`src/scp_pkg.sv`:
```
// shared constants and types of the servo protection alarm block
package scp_pkg;

  // ----------------------------------------------------------------------
  // register map (byte addresses)
  // ----------------------------------------------------------------------
  localparam logic [7:0] SCP_ADDR_CONFIG     = 8'h00;
  localparam logic [7:0] SCP_ADDR_IRQ_STATUS = 8'h04;
  localparam logic [7:0] SCP_ADDR_IRQ_MASK   = 8'h08;
  localparam logic [7:0] SCP_ADDR_ALARM      = 8'h0c;
  localparam logic [7:0] SCP_ADDR_ERROR_CODE = 8'h10;
  localparam logic [7:0] SCP_ADDR_AL_STATUS  = 8'h14;
  localparam logic [7:0] SCP_ADDR_COMMAND    = 8'h18;
  localparam logic [7:0] SCP_ADDR_ESM        = 8'h1c;

  // ----------------------------------------------------------------------
  // field positions
  // ----------------------------------------------------------------------
  localparam int SCP_CFG_SETUP_CHECK   = 0;
  localparam int SCP_CFG_SOFT_LIMIT    = 1;
  localparam int SCP_CFG_FC_ABSOLUTE   = 2;
  localparam int SCP_CFG_LATCH1_ASSIGNED = 3;
  localparam int SCP_CFG_LATCH2_ASSIGNED = 4;
  localparam int SCP_CFG_WIDTH         = 5;
  localparam int SCP_EV_OP_TRANSITION  = 0;
  localparam int SCP_EV_IMPROPER       = 1;
  localparam int SCP_EV_WIDTH          = 2;
  localparam int SCP_CMD_ALARM_CLEAR   = 0;
  // touch probe function word
  localparam int SCP_TP1_ENABLE        = 0;
  localparam int SCP_TP1_SOURCE        = 2;
  localparam int SCP_TP2_ENABLE        = 8;
  localparam int SCP_TP2_SOURCE        = 10;

  // ----------------------------------------------------------------------
  // values
  // ----------------------------------------------------------------------
  localparam logic [SCP_CFG_WIDTH-1:0] SCP_CFG_RESET = 5'h00;
  localparam logic [SCP_EV_WIDTH-1:0]  SCP_EV_RESET  = 2'h0;
  localparam logic [15:0] SCP_CODE_NONE      = 16'h0000;
  localparam logic [7:0]  SCP_CODE_MFR_BASE  = 8'hff;
  localparam logic [7:0]  SCP_ALARM_MAIN_NUM = 8'h88;
  localparam logic [15:0] SCP_AL_STATUS_CODE = 16'h0000;
  localparam logic [2:0]  SCP_POWER_OP_ENABLED = 3'h4;
  localparam logic [2:0]  SCP_POWER_QUICK_STOP = 3'h5;
  localparam logic [1:0]  SCP_SYNC_FREE_RUN  = 2'h0;
  localparam logic [1:0]  SCP_SYNC_SM2       = 2'h1;
  localparam logic [1:0]  SCP_SYNC_DC        = 2'h2;
  localparam logic        SCP_TP_SRC_EXT     = 1'b0;
  localparam logic        SCP_TP_SRC_ZPHASE  = 1'b1;

  typedef enum logic [3:0] {
    SCP_ESM_INIT   = 4'h1,
    SCP_ESM_PREOP  = 4'h2,
    SCP_ESM_SAFEOP = 4'h4,
    SCP_ESM_OP     = 4'h8
  } scp_esm_t;

  // register bus request
  typedef struct packed {
    logic [7:0]  addr;
    logic [31:0] wdata;
    logic        wr;
    logic        rd;
  } scp_bus_req_t;

  // state request from the fieldbus master
  typedef struct packed {
    logic       valid;
    logic [3:0] target;
  } scp_esm_req_t;

  typedef struct packed {
    logic [SCP_CFG_WIDTH-1:0] cfg;
    logic [SCP_EV_WIDTH-1:0]  irq_status;
    logic [SCP_EV_WIDTH-1:0]  irq_mask;
    logic                     alarm_op;
    logic                     alarm_imp;
    scp_esm_t                 esm;
    logic [31:0]              rdata;
    logic                     irq;
    logic [15:0]              err_code;
    logic [15:0]              al_code;
    logic                     err_ind;
  } scp_state_t;

  typedef struct packed {
    logic [1:0] top;
    logic       primed;
    logic       wrap;
  } scp_wrap_state_t;

endpackage

```
`src/scp_wrap_det.sv`:
```
// position wraparound detector
`timescale 1ns/1ps
module scp_wrap_det #(
  parameter int POS_W = 32
) (
  input  wire logic             mclk,
  input  wire logic             reset_n,
  input  wire logic [POS_W-1:0] position,
  output logic                  wrap
);
  import scp_pkg::*;

  scp_wrap_state_t s_reg;
  scp_wrap_state_t s_next;

  // a wrap is a jump between the two middle quarters of the range (top bits 01 and 10)
  always_comb begin
    s_next        = s_reg;
    s_next.top    = position[POS_W-1 -: 2];
    s_next.primed = 1'b1;
    s_next.wrap   = s_reg.primed &&
                    (((s_reg.top == 2'h1) && (s_next.top == 2'h2)) ||
                     ((s_reg.top == 2'h2) && (s_next.top == 2'h1)));
  end

  always_ff @(posedge mclk or negedge reset_n) begin
    if (!reset_n) begin
      s_reg <= '0;
    end else begin
      s_reg <= s_next;
    end
  end

  assign wrap = s_reg.wrap;

endmodule

```
`src/scp_alarms.sv`:
```
// servo fieldbus protection alarms: transition and improper operation
//
// How it works
// RQ1: transition request while powered raises transition alarm
// RQ2: config bit0 adds setup-tool servo-on case
// RQ3: transition check in every state, all sync modes; code checks free-run, SM2 and DC only, not mode 3
// RQ4: device follows master request; master corrects requests
// RQ5: status code register reads zero for both
// RQ6: indicator off; only transition alarm clearable
// RQ7: probe on unassigned external latch raises improper
// RQ8: probe on z-phase in full-closed absolute
// RQ9: soft limit enabled and position wrap
// RQ10: improper check outside init; state kept
// RQ11: error code ff plus main number, ff plus warning code on a warning, else zero
// RQ12: alarm flags latch until allowed clear
`timescale 1ns/1ps
module scp_alarms #(
  parameter int POS_W = 32
) (
  input  wire logic                mclk,
  input  wire logic                reset_n,
  input  wire scp_pkg::scp_bus_req_t bus,
  output logic [31:0]              rdata,
  input  wire scp_pkg::scp_esm_req_t esm_req,
  input  wire logic [2:0]          drive_power_state,
  input  wire logic [1:0]          sync_mode,
  input  wire logic                setup_tool_servo_on_warning,
  input  wire logic                warning_active,
  input  wire logic [7:0]          warning_code,
  input  wire logic [15:0]         touch_probe_func,
  input  wire logic [POS_W-1:0]    actual_position,
  input  wire logic [POS_W-1:0]    command_position,
  output logic [3:0]               esm_state,
  output logic                     operation_time_transition_alarm,
  output logic                     improper_operation_alarm,
  output logic [15:0]              error_code,
  output logic [15:0]              al_status_code,
  output logic                     err_indicator,
  output logic                     irq
);
  import scp_pkg::*;

  // ----------------------------------------------------------------------
  // helpers
  // ----------------------------------------------------------------------
  function automatic logic legal_esm(input logic [3:0] s);
    case (s)
      SCP_ESM_INIT, SCP_ESM_PREOP, SCP_ESM_SAFEOP, SCP_ESM_OP:
        legal_esm = 1'b1;
      default: legal_esm = 1'b0;
    endcase
  endfunction

  function automatic logic sync_checked(input logic [1:0] m);
    case (m)
      SCP_SYNC_FREE_RUN, SCP_SYNC_SM2, SCP_SYNC_DC: sync_checked = 1'b1;
      default: sync_checked = 1'b0;
    endcase
  endfunction

  function automatic logic probe_bad(input logic en, input logic src,
                                     input logic assigned,
                                     input logic fc_abs);
    probe_bad = en && (((src == SCP_TP_SRC_EXT) && !assigned) ||
                       ((src == SCP_TP_SRC_ZPHASE) && fc_abs));
  endfunction

  scp_state_t s_reg;
  scp_state_t s_next;
  logic       wrap_act;
  logic       wrap_cmd;
  logic       power_running;
  logic       state_change;
  logic       op_det;
  logic       tp_bad;
  logic       imp_det;
  logic       alarm_clear;

  scp_wrap_det #(.POS_W(POS_W)) u_wrap_act (
    .mclk     (mclk),
    .reset_n  (reset_n),
    .position (actual_position),
    .wrap     (wrap_act)
  );

  scp_wrap_det #(.POS_W(POS_W)) u_wrap_cmd (
    .mclk     (mclk),
    .reset_n  (reset_n),
    .position (command_position),
    .wrap     (wrap_cmd)
  );

  // ----------------------------------------------------------------------
  // detection
  // ----------------------------------------------------------------------
  always_comb begin
    power_running = (drive_power_state == SCP_POWER_OP_ENABLED) ||
                    (drive_power_state == SCP_POWER_QUICK_STOP);
    state_change = esm_req.valid && (esm_req.target != s_reg.esm);
    // RQ1 RQ2 RQ3 powered or setup-tool servo-on
    op_det = state_change && sync_checked(sync_mode) &&
             (power_running ||
              (s_reg.cfg[SCP_CFG_SETUP_CHECK] && setup_tool_servo_on_warning));
    // RQ7 RQ8 probe trigger selection check
    tp_bad = probe_bad(touch_probe_func[SCP_TP1_ENABLE],
                       touch_probe_func[SCP_TP1_SOURCE],
                       s_reg.cfg[SCP_CFG_LATCH1_ASSIGNED],
                       s_reg.cfg[SCP_CFG_FC_ABSOLUTE]) ||
             probe_bad(touch_probe_func[SCP_TP2_ENABLE],
                       touch_probe_func[SCP_TP2_SOURCE],
                       s_reg.cfg[SCP_CFG_LATCH2_ASSIGNED],
                       s_reg.cfg[SCP_CFG_FC_ABSOLUTE]);
    // RQ9 RQ10 wrap check, never in init
    imp_det = (s_reg.esm != SCP_ESM_INIT) && sync_checked(sync_mode) &&
              (tp_bad || (s_reg.cfg[SCP_CFG_SOFT_LIMIT] &&
                          (wrap_act || wrap_cmd)));
    alarm_clear = bus.wr && (bus.addr == SCP_ADDR_COMMAND) &&
                  bus.wdata[SCP_CMD_ALARM_CLEAR];
  end

  // ----------------------------------------------------------------------
  // next state
  // ----------------------------------------------------------------------
  always_comb begin
    s_next       = s_reg;
    s_next.rdata = '0;

    // RQ4 RQ10 follow master; alarms never move the state
    if (esm_req.valid && legal_esm(esm_req.target)) begin
      s_next.esm = scp_esm_t'(esm_req.target);
    end

    // RQ12 RQ6 clear only the clearable alarm, set wins
    if (alarm_clear) begin
      s_next.alarm_op = 1'b0;
    end
    if (op_det) begin
      s_next.alarm_op = 1'b1;
    end
    if (imp_det) begin
      s_next.alarm_imp = 1'b1;
    end

    if (bus.wr) begin
      case (bus.addr)
        SCP_ADDR_CONFIG: begin
          s_next.cfg = bus.wdata[SCP_CFG_WIDTH-1:0];
        end
        SCP_ADDR_IRQ_STATUS: begin
          s_next.irq_status = s_reg.irq_status &
                              ~bus.wdata[SCP_EV_WIDTH-1:0];
        end
        SCP_ADDR_IRQ_MASK: begin
          s_next.irq_mask = bus.wdata[SCP_EV_WIDTH-1:0];
        end
        default: begin
        end
      endcase
    end
    // event sets beat a same-cycle write-one-to-clear
    s_next.irq_status[SCP_EV_OP_TRANSITION] =
      s_next.irq_status[SCP_EV_OP_TRANSITION] | op_det;
    s_next.irq_status[SCP_EV_IMPROPER] =
      s_next.irq_status[SCP_EV_IMPROPER] | imp_det;
    s_next.irq = |(s_next.irq_status & s_next.irq_mask);

    // RQ11 alarm outranks a warning
    if (s_next.alarm_op || s_next.alarm_imp) begin
      s_next.err_code = {SCP_CODE_MFR_BASE, SCP_ALARM_MAIN_NUM};
    end else if (warning_active) begin
      s_next.err_code = {SCP_CODE_MFR_BASE, warning_code};
    end else begin
      s_next.err_code = SCP_CODE_NONE;
    end
    // RQ5 RQ6 fixed status code, indicator dark
    s_next.al_code = SCP_AL_STATUS_CODE;
    s_next.err_ind = 1'b0;

    if (bus.rd) begin
      case (bus.addr)
        SCP_ADDR_CONFIG:     s_next.rdata = 32'(s_reg.cfg);
        SCP_ADDR_IRQ_STATUS: s_next.rdata = 32'(s_reg.irq_status);
        SCP_ADDR_IRQ_MASK:   s_next.rdata = 32'(s_reg.irq_mask);
        SCP_ADDR_ALARM:      s_next.rdata = 32'({s_reg.alarm_imp,
                                                 s_reg.alarm_op});
        SCP_ADDR_ERROR_CODE: s_next.rdata = 32'(s_reg.err_code);
        SCP_ADDR_AL_STATUS:  s_next.rdata = 32'(s_reg.al_code);
        SCP_ADDR_ESM:        s_next.rdata = 32'(s_reg.esm);
        default:             s_next.rdata = '0;
      endcase
    end
  end

  always_ff @(posedge mclk or negedge reset_n) begin
    if (!reset_n) begin
      s_reg            <= '0;
      s_reg.cfg        <= SCP_CFG_RESET;
      s_reg.irq_status <= SCP_EV_RESET;
      s_reg.irq_mask   <= SCP_EV_RESET;
      s_reg.esm        <= SCP_ESM_INIT;
      s_reg.err_code   <= SCP_CODE_NONE;
      s_reg.al_code    <= SCP_AL_STATUS_CODE;
    end else begin
      s_reg <= s_next;
    end
  end

  assign rdata                           = s_reg.rdata;
  assign esm_state                       = s_reg.esm;
  assign operation_time_transition_alarm = s_reg.alarm_op;
  assign improper_operation_alarm        = s_reg.alarm_imp;
  assign error_code                      = s_reg.err_code;
  assign al_status_code                  = s_reg.al_code;
  assign err_indicator                   = s_reg.err_ind;
  assign irq                             = s_reg.irq;

  // ----------------------------------------------------------------------
  // assertions
  // ----------------------------------------------------------------------
  property p_op_powered;
    @(posedge mclk) disable iff (!reset_n)
      (esm_req.valid && (esm_req.target != esm_state) && power_running &&
       sync_checked(sync_mode)) |=> operation_time_transition_alarm;
  endproperty
  a_op_powered: assert property (p_op_powered) // RQ1 RQ3
    else $error("transition alarm missed while powered");

  property p_op_setup;
    @(posedge mclk) disable iff (!reset_n)
      (state_change && s_reg.cfg[SCP_CFG_SETUP_CHECK] &&
       setup_tool_servo_on_warning && sync_checked(sync_mode))
      |=> operation_time_transition_alarm;
  endproperty
  a_op_setup: assert property (p_op_setup) // RQ2
    else $error("transition alarm missed under setup tool");

  property p_op_quiet;
    @(posedge mclk) disable iff (!reset_n)
      (!operation_time_transition_alarm && !power_running &&
       !s_reg.cfg[SCP_CFG_SETUP_CHECK]) |=> !operation_time_transition_alarm;
  endproperty
  a_op_quiet: assert property (p_op_quiet) // RQ2
    else $error("transition alarm without cause");

  property p_follow;
    @(posedge mclk) disable iff (!reset_n)
      (esm_req.valid && legal_esm(esm_req.target))
      |=> (esm_state == $past(esm_req.target));
  endproperty
  a_follow: assert property (p_follow) // RQ4
    else $error("state request not followed");

  property p_fixed_outputs;
    @(posedge mclk) disable iff (!reset_n)
      (al_status_code == SCP_AL_STATUS_CODE) && !err_indicator;
  endproperty
  a_fixed_outputs: assert property (p_fixed_outputs) // RQ5 RQ6
    else $error("status code or indicator not idle");

  property p_imp_sticky;
    @(posedge mclk) disable iff (!reset_n)
      improper_operation_alarm |=> improper_operation_alarm [*2];
  endproperty
  a_imp_sticky: assert property (p_imp_sticky) // RQ6 RQ12
    else $error("improper alarm was cleared");

  property p_tp_check;
    @(posedge mclk) disable iff (!reset_n)
      (tp_bad && (esm_state != SCP_ESM_INIT) && sync_checked(sync_mode))
      |=> improper_operation_alarm;
  endproperty
  a_tp_check: assert property (p_tp_check) // RQ7 RQ8
    else $error("bad probe selection not flagged");

  property p_wrap;
    @(posedge mclk) disable iff (!reset_n)
      ((wrap_act || wrap_cmd) && s_reg.cfg[SCP_CFG_SOFT_LIMIT] &&
       (esm_state != SCP_ESM_INIT) && sync_checked(sync_mode))
      |=> improper_operation_alarm;
  endproperty
  a_wrap: assert property (p_wrap) // RQ9
    else $error("position wrap not flagged");

  property p_init_exempt;
    @(posedge mclk) disable iff (!reset_n)
      (!improper_operation_alarm && (esm_state == SCP_ESM_INIT))
      |=> !improper_operation_alarm;
  endproperty
  a_init_exempt: assert property (p_init_exempt) // RQ10
    else $error("improper alarm raised in init");

  property p_stay;
    @(posedge mclk) disable iff (!reset_n)
      (imp_det && !esm_req.valid) |=> $stable(esm_state);
  endproperty
  a_stay: assert property (p_stay) // RQ10
    else $error("state moved on improper alarm");

  property p_code;
    @(posedge mclk) disable iff (!reset_n)
      (operation_time_transition_alarm || improper_operation_alarm)
      |-> (error_code == {SCP_CODE_MFR_BASE, SCP_ALARM_MAIN_NUM});
  endproperty
  a_code: assert property (p_code) // RQ11
    else $error("error code does not show the alarm");

  property p_code_none;
    @(posedge mclk) disable iff (!reset_n)
      (!operation_time_transition_alarm && !improper_operation_alarm &&
       !warning_active && !op_det && !imp_det) |=>
      (error_code == SCP_CODE_NONE);
  endproperty
  a_code_none: assert property (p_code_none) // RQ11
    else $error("error code not zero when idle");

  property p_clear;
    @(posedge mclk) disable iff (!reset_n)
      (alarm_clear && !op_det) |=> !operation_time_transition_alarm;
  endproperty
  a_clear: assert property (p_clear) // RQ12
    else $error("transition alarm not cleared");

  c_op_alarm: cover property (@(posedge mclk) disable iff (!reset_n)
    $rose(operation_time_transition_alarm));
  c_imp_alarm: cover property (@(posedge mclk) disable iff (!reset_n)
    $rose(improper_operation_alarm));
  c_cleared: cover property (@(posedge mclk) disable iff (!reset_n)
    $fell(operation_time_transition_alarm));
  c_irq: cover property (@(posedge mclk) disable iff (!reset_n)
    $rose(irq));

endmodule

```
`config.mk`:
```
export PLATFORM = sky130hd
export DESIGN_NAME = scp_alarms
export DESIGN_NICKNAME = d
export VERILOG_FILES = /design/src/scp_pkg.sv /design/src/scp_wrap_det.sv /design/src/scp_alarms.sv
export SDC_FILE = /design/constraint.sdc
export NUM_CORES = 1
export LEC_CHECK = 0
export BUFFER_PORTS_ARGS = -buffer_cell sky130_fd_sc_hd__buf_2
export CAP_MARGIN = 20
export CORE_MARGIN = 1.5
export CORE_UTILIZATION = 30
export DETAILED_ROUTE_END_ITERATION = 10
export GPL_TIMING_DRIVEN = 0
export PLACE_DENSITY_LB_ADDON = 0.05
export SETUP_SLACK_MARGIN = 0.4
export SLEW_MARGIN = 20
export SYNTH_ARGS = -nofsm -noshare
export SYNTH_HDL_FRONTEND = slang
export SYNTH_HIERARCHICAL = 1
export SYNTH_SLANG_ARGS = --single-unit
```
`constraint.sdc`:
```
create_clock -name mclk -period 2.05 [get_ports mclk]
set_input_delay 0.3075 -clock mclk [delete_from_list [all_inputs] [get_ports mclk]]
set_output_delay 0.3075 -clock mclk [all_outputs]
set_load 0.02 [all_outputs]
```
==> flow_summary.ini <==
[clocking]
cts.path.max_buffers = 2
clk_pin_slew_ps = 80
clock_latency_ps = 290
cts_tree = done
clock-sinks = 42
ctsHoldBuffers = 0
cts_root_buf = clkbuf_8
cts_buffers = 5
htreeDepth = 2

[die]
die-area_um2 = 8490
dieWidth_um = 92.2
die_h_um = 92.2
ioPinCount = 216
core_um2 = 7730
start_util_pct = 30.9
fp-row-count = 32

[logic_synthesis]
synth_top_area_share_pct = 43.0
syn_area_um2 = 2380
synthArstFlopShare_pct = 100
synth-edff-count = 0
synthCells = 228
ys_seq_area_share_pct = 44.1
synth_flop_cell = dfrtp_1
yosys_register_bits = 42
synth_cell_types = 39
yosys.area.top_type = dfrtp_1
ys_warn_count = 6
synthTopCellsByArea = dfrtp_1, buf_4, mux2_2
synth.avg_cell_area_um2 = 10.5

[route]
drtIter0Drc = 44
viasPerCell = 3.95
wl_per_cell_um = 11.6
ant_nets = 0
totalWireLength_um = 5360
firstDrtPassIters = 4
drc_errors = 0
vias = 1819

[final_layout]
syn_to_final_growth_pct = 40.5
fillerInstances = 806
antenna_cells = 0
nNetsFinal = 501
drive_gt1_share_pct = 55.0
fin_cells = 460

[place]
gp_congestion = 0.744
placed_cells = 442
io_buffer_count = 80
dp_hpwl_um = 4210

[power_and_ir_drop]
p_leak_uw = 0.00178
p_comb_share_pct = 23.1
ir_drop_v = 0.000433
powerDensity_nw_per_um2 = 602
power_frac_seq_pct = 44.7
p_int_uw = 1460
p_total_uw = 2020
switching_share_pct = 27.7
power_frac_clock_pct = 32.2
netSwitchingPower_uw = 559

[timing]
whs_ps = 141
rsz0062_at_grt = yes
finalCritPeriodShare_pct = 85.4
finalCriticalPeriod_ps = 1750
tightest_slew_ps = 937
slew_headroom_pct = 37.5
setup_viol = 0
fmax_mhz = 571
drv_slew = 0
finClkSkew_ps = 4.73
finalHoldViolations = 0

[critical_path]
cp.required_ps = 2280
start_kind = primary input
crit_path_end_kind = flip-flop
crit_fanout = 6
worst-setup-path-type = primary input to flip-flop
timing.critical_path.arrival_ps = 1980
cp_cell_sequence = buf_8 > or4b_4 > o41ai_4 > o31ai_4 > nor4b_4 > and2_1
slowest_stage = or4b_4
slowest_delay_ps = 570
r2r_cells = 6

[grt]
grt_pass1_vias = 1722
top_usage_layer = met2
grt_pass1_wl_um = 8630
antenna_found_initial = 0
gr-usage-met1_pct = 18.0
met3_usage_pct = 3.48
grt.total_usage_pct = 13.2
overflow = 0
met2_usage_pct = 20.2
grt_max_degree = 43

[job]
drv_cap = 0

[worst_hold_path]
min_delay_path_depth = 1
hp-class = primary input to flip-flop

[outcome]
status = finished clean
==> per-stage QoR <==
step	instance area [um2]	TNS, ps	utilization, %	worst slack (ps)
global placement	3060	-1510	39.6	-231
CTS	3290	0	42.6	274
global route	3350	0	43.4	191
detailed placement	3060	-1460	39.6	-220
finish	3350	0	43.4	299
floorplan	2530	0	-	166
==> Yosys cell counts, types with 3 or more instances <==
cell type  instances
conb_1             3
mux2_2            11
a22oi_1            3
a22o_1             3
nor3_1             3
xor2_1             6
and4bb_1           4
buf_4             69
and2_1            13
o21ai_0            9
nor2_1             9
inv_1              3
nand3_1            5
dfrtp_1           41
nand2_1           15
==> power groups by stage <==
stage | clock, uW | sequential, uW | combinational, uW
3_5_place_dp | 0 | 933 | 361
4_1_cts | 677 | 909 | 418
6_report | 649 | 901 | 466
2_1_floorplan | 0 | 914 | 251
5_1_grt | 706 | 906 | 505
3_3_place_gp | 0 | 934 | 358
==> cell type report <==
cell class / count / area (um2) / area share [%]
clock buffers: 6 / 72.6 / 2.17
flip-flops and latches: 42 / 1060 / 31.5
well taps: 102 / 128 / 3.81
repair buffers: 90 / 504 / 15.0
multi-input cells: 144 / 1000 / 30.0
clock inverters: 2 / 37.5 / 1.12
inverters: 3 / 11.3 / 0.336
plain buffers: 71 / 537 / 16.0
==> critical path, delay by kind of cell <==
family | cells | cell delay (ps)
AO/OA/AOI/OAI | 2 | 420
AND/OR/NAND/NOR | 3 | 1140
buffers and inverters | 1 | 90
==> what timing repair did <==
item / 4_1_cts / 5_1_grt
setup buffers: 8 / 2
endpoints found under the setup margin: 13 / 18
resized for setup: 12 / 7
pin swaps: 7 / 5
==> final timing paths <==
kind / from / slack [ps] / endpoint
worst max-delay path: bus[39] / 300 / error_code[1]
worst min-delay path: command_position[30] / 140 / u_wrap_cmd/s_reg[2]
worst max register to register: esm_state[1] / 340 / error_code[1]
worst min register to register: u_wrap_cmd/s_reg[1] / 460 / u_wrap_cmd/wrap
max in group asynchronous: reset_n / 1250 / esm_state[1]
min in group asynchronous: reset_n / 160 / error_code[7]
==> metal layers <==
metal	vias up	part of all wire (%)
met5	-	0
li1	925	-
met4	0	1.4
met3	8	7.5
met2	86	45
met1	800	46
==> kinds of logic (layout without fill, tap and decap cells) <==
kind of cell | after synthesis | count (layout) | synth area share, %
compound gates | 27 | 27 | 7.82
xor+xnor | 6 | 6 | 2.20
buf+inv | 74 | 172 | 22.5
flops | 42 | 42 | 44.1
mux | 13 | 13 | 6.56
other cells | 3 | 35 | 0.472
simple gates | 63 | 63 | 16.3
==> layout by cell type (no fill, tap or decap), drive strengths merged, types with 6 or more instances in the layout <==
cell / netlist / layout
nand2: 15 / 15
xor2: 6 / 6
nor2: 9 / 9
clkbuf: 2 / 8
and2: 14 / 14
mux2: 11 / 11
buf: 69 / 159
conb: 3 / 35
dfrtp: 41 / 41
o21ai: 9 / 9
(Power assumes the default switching activity.)
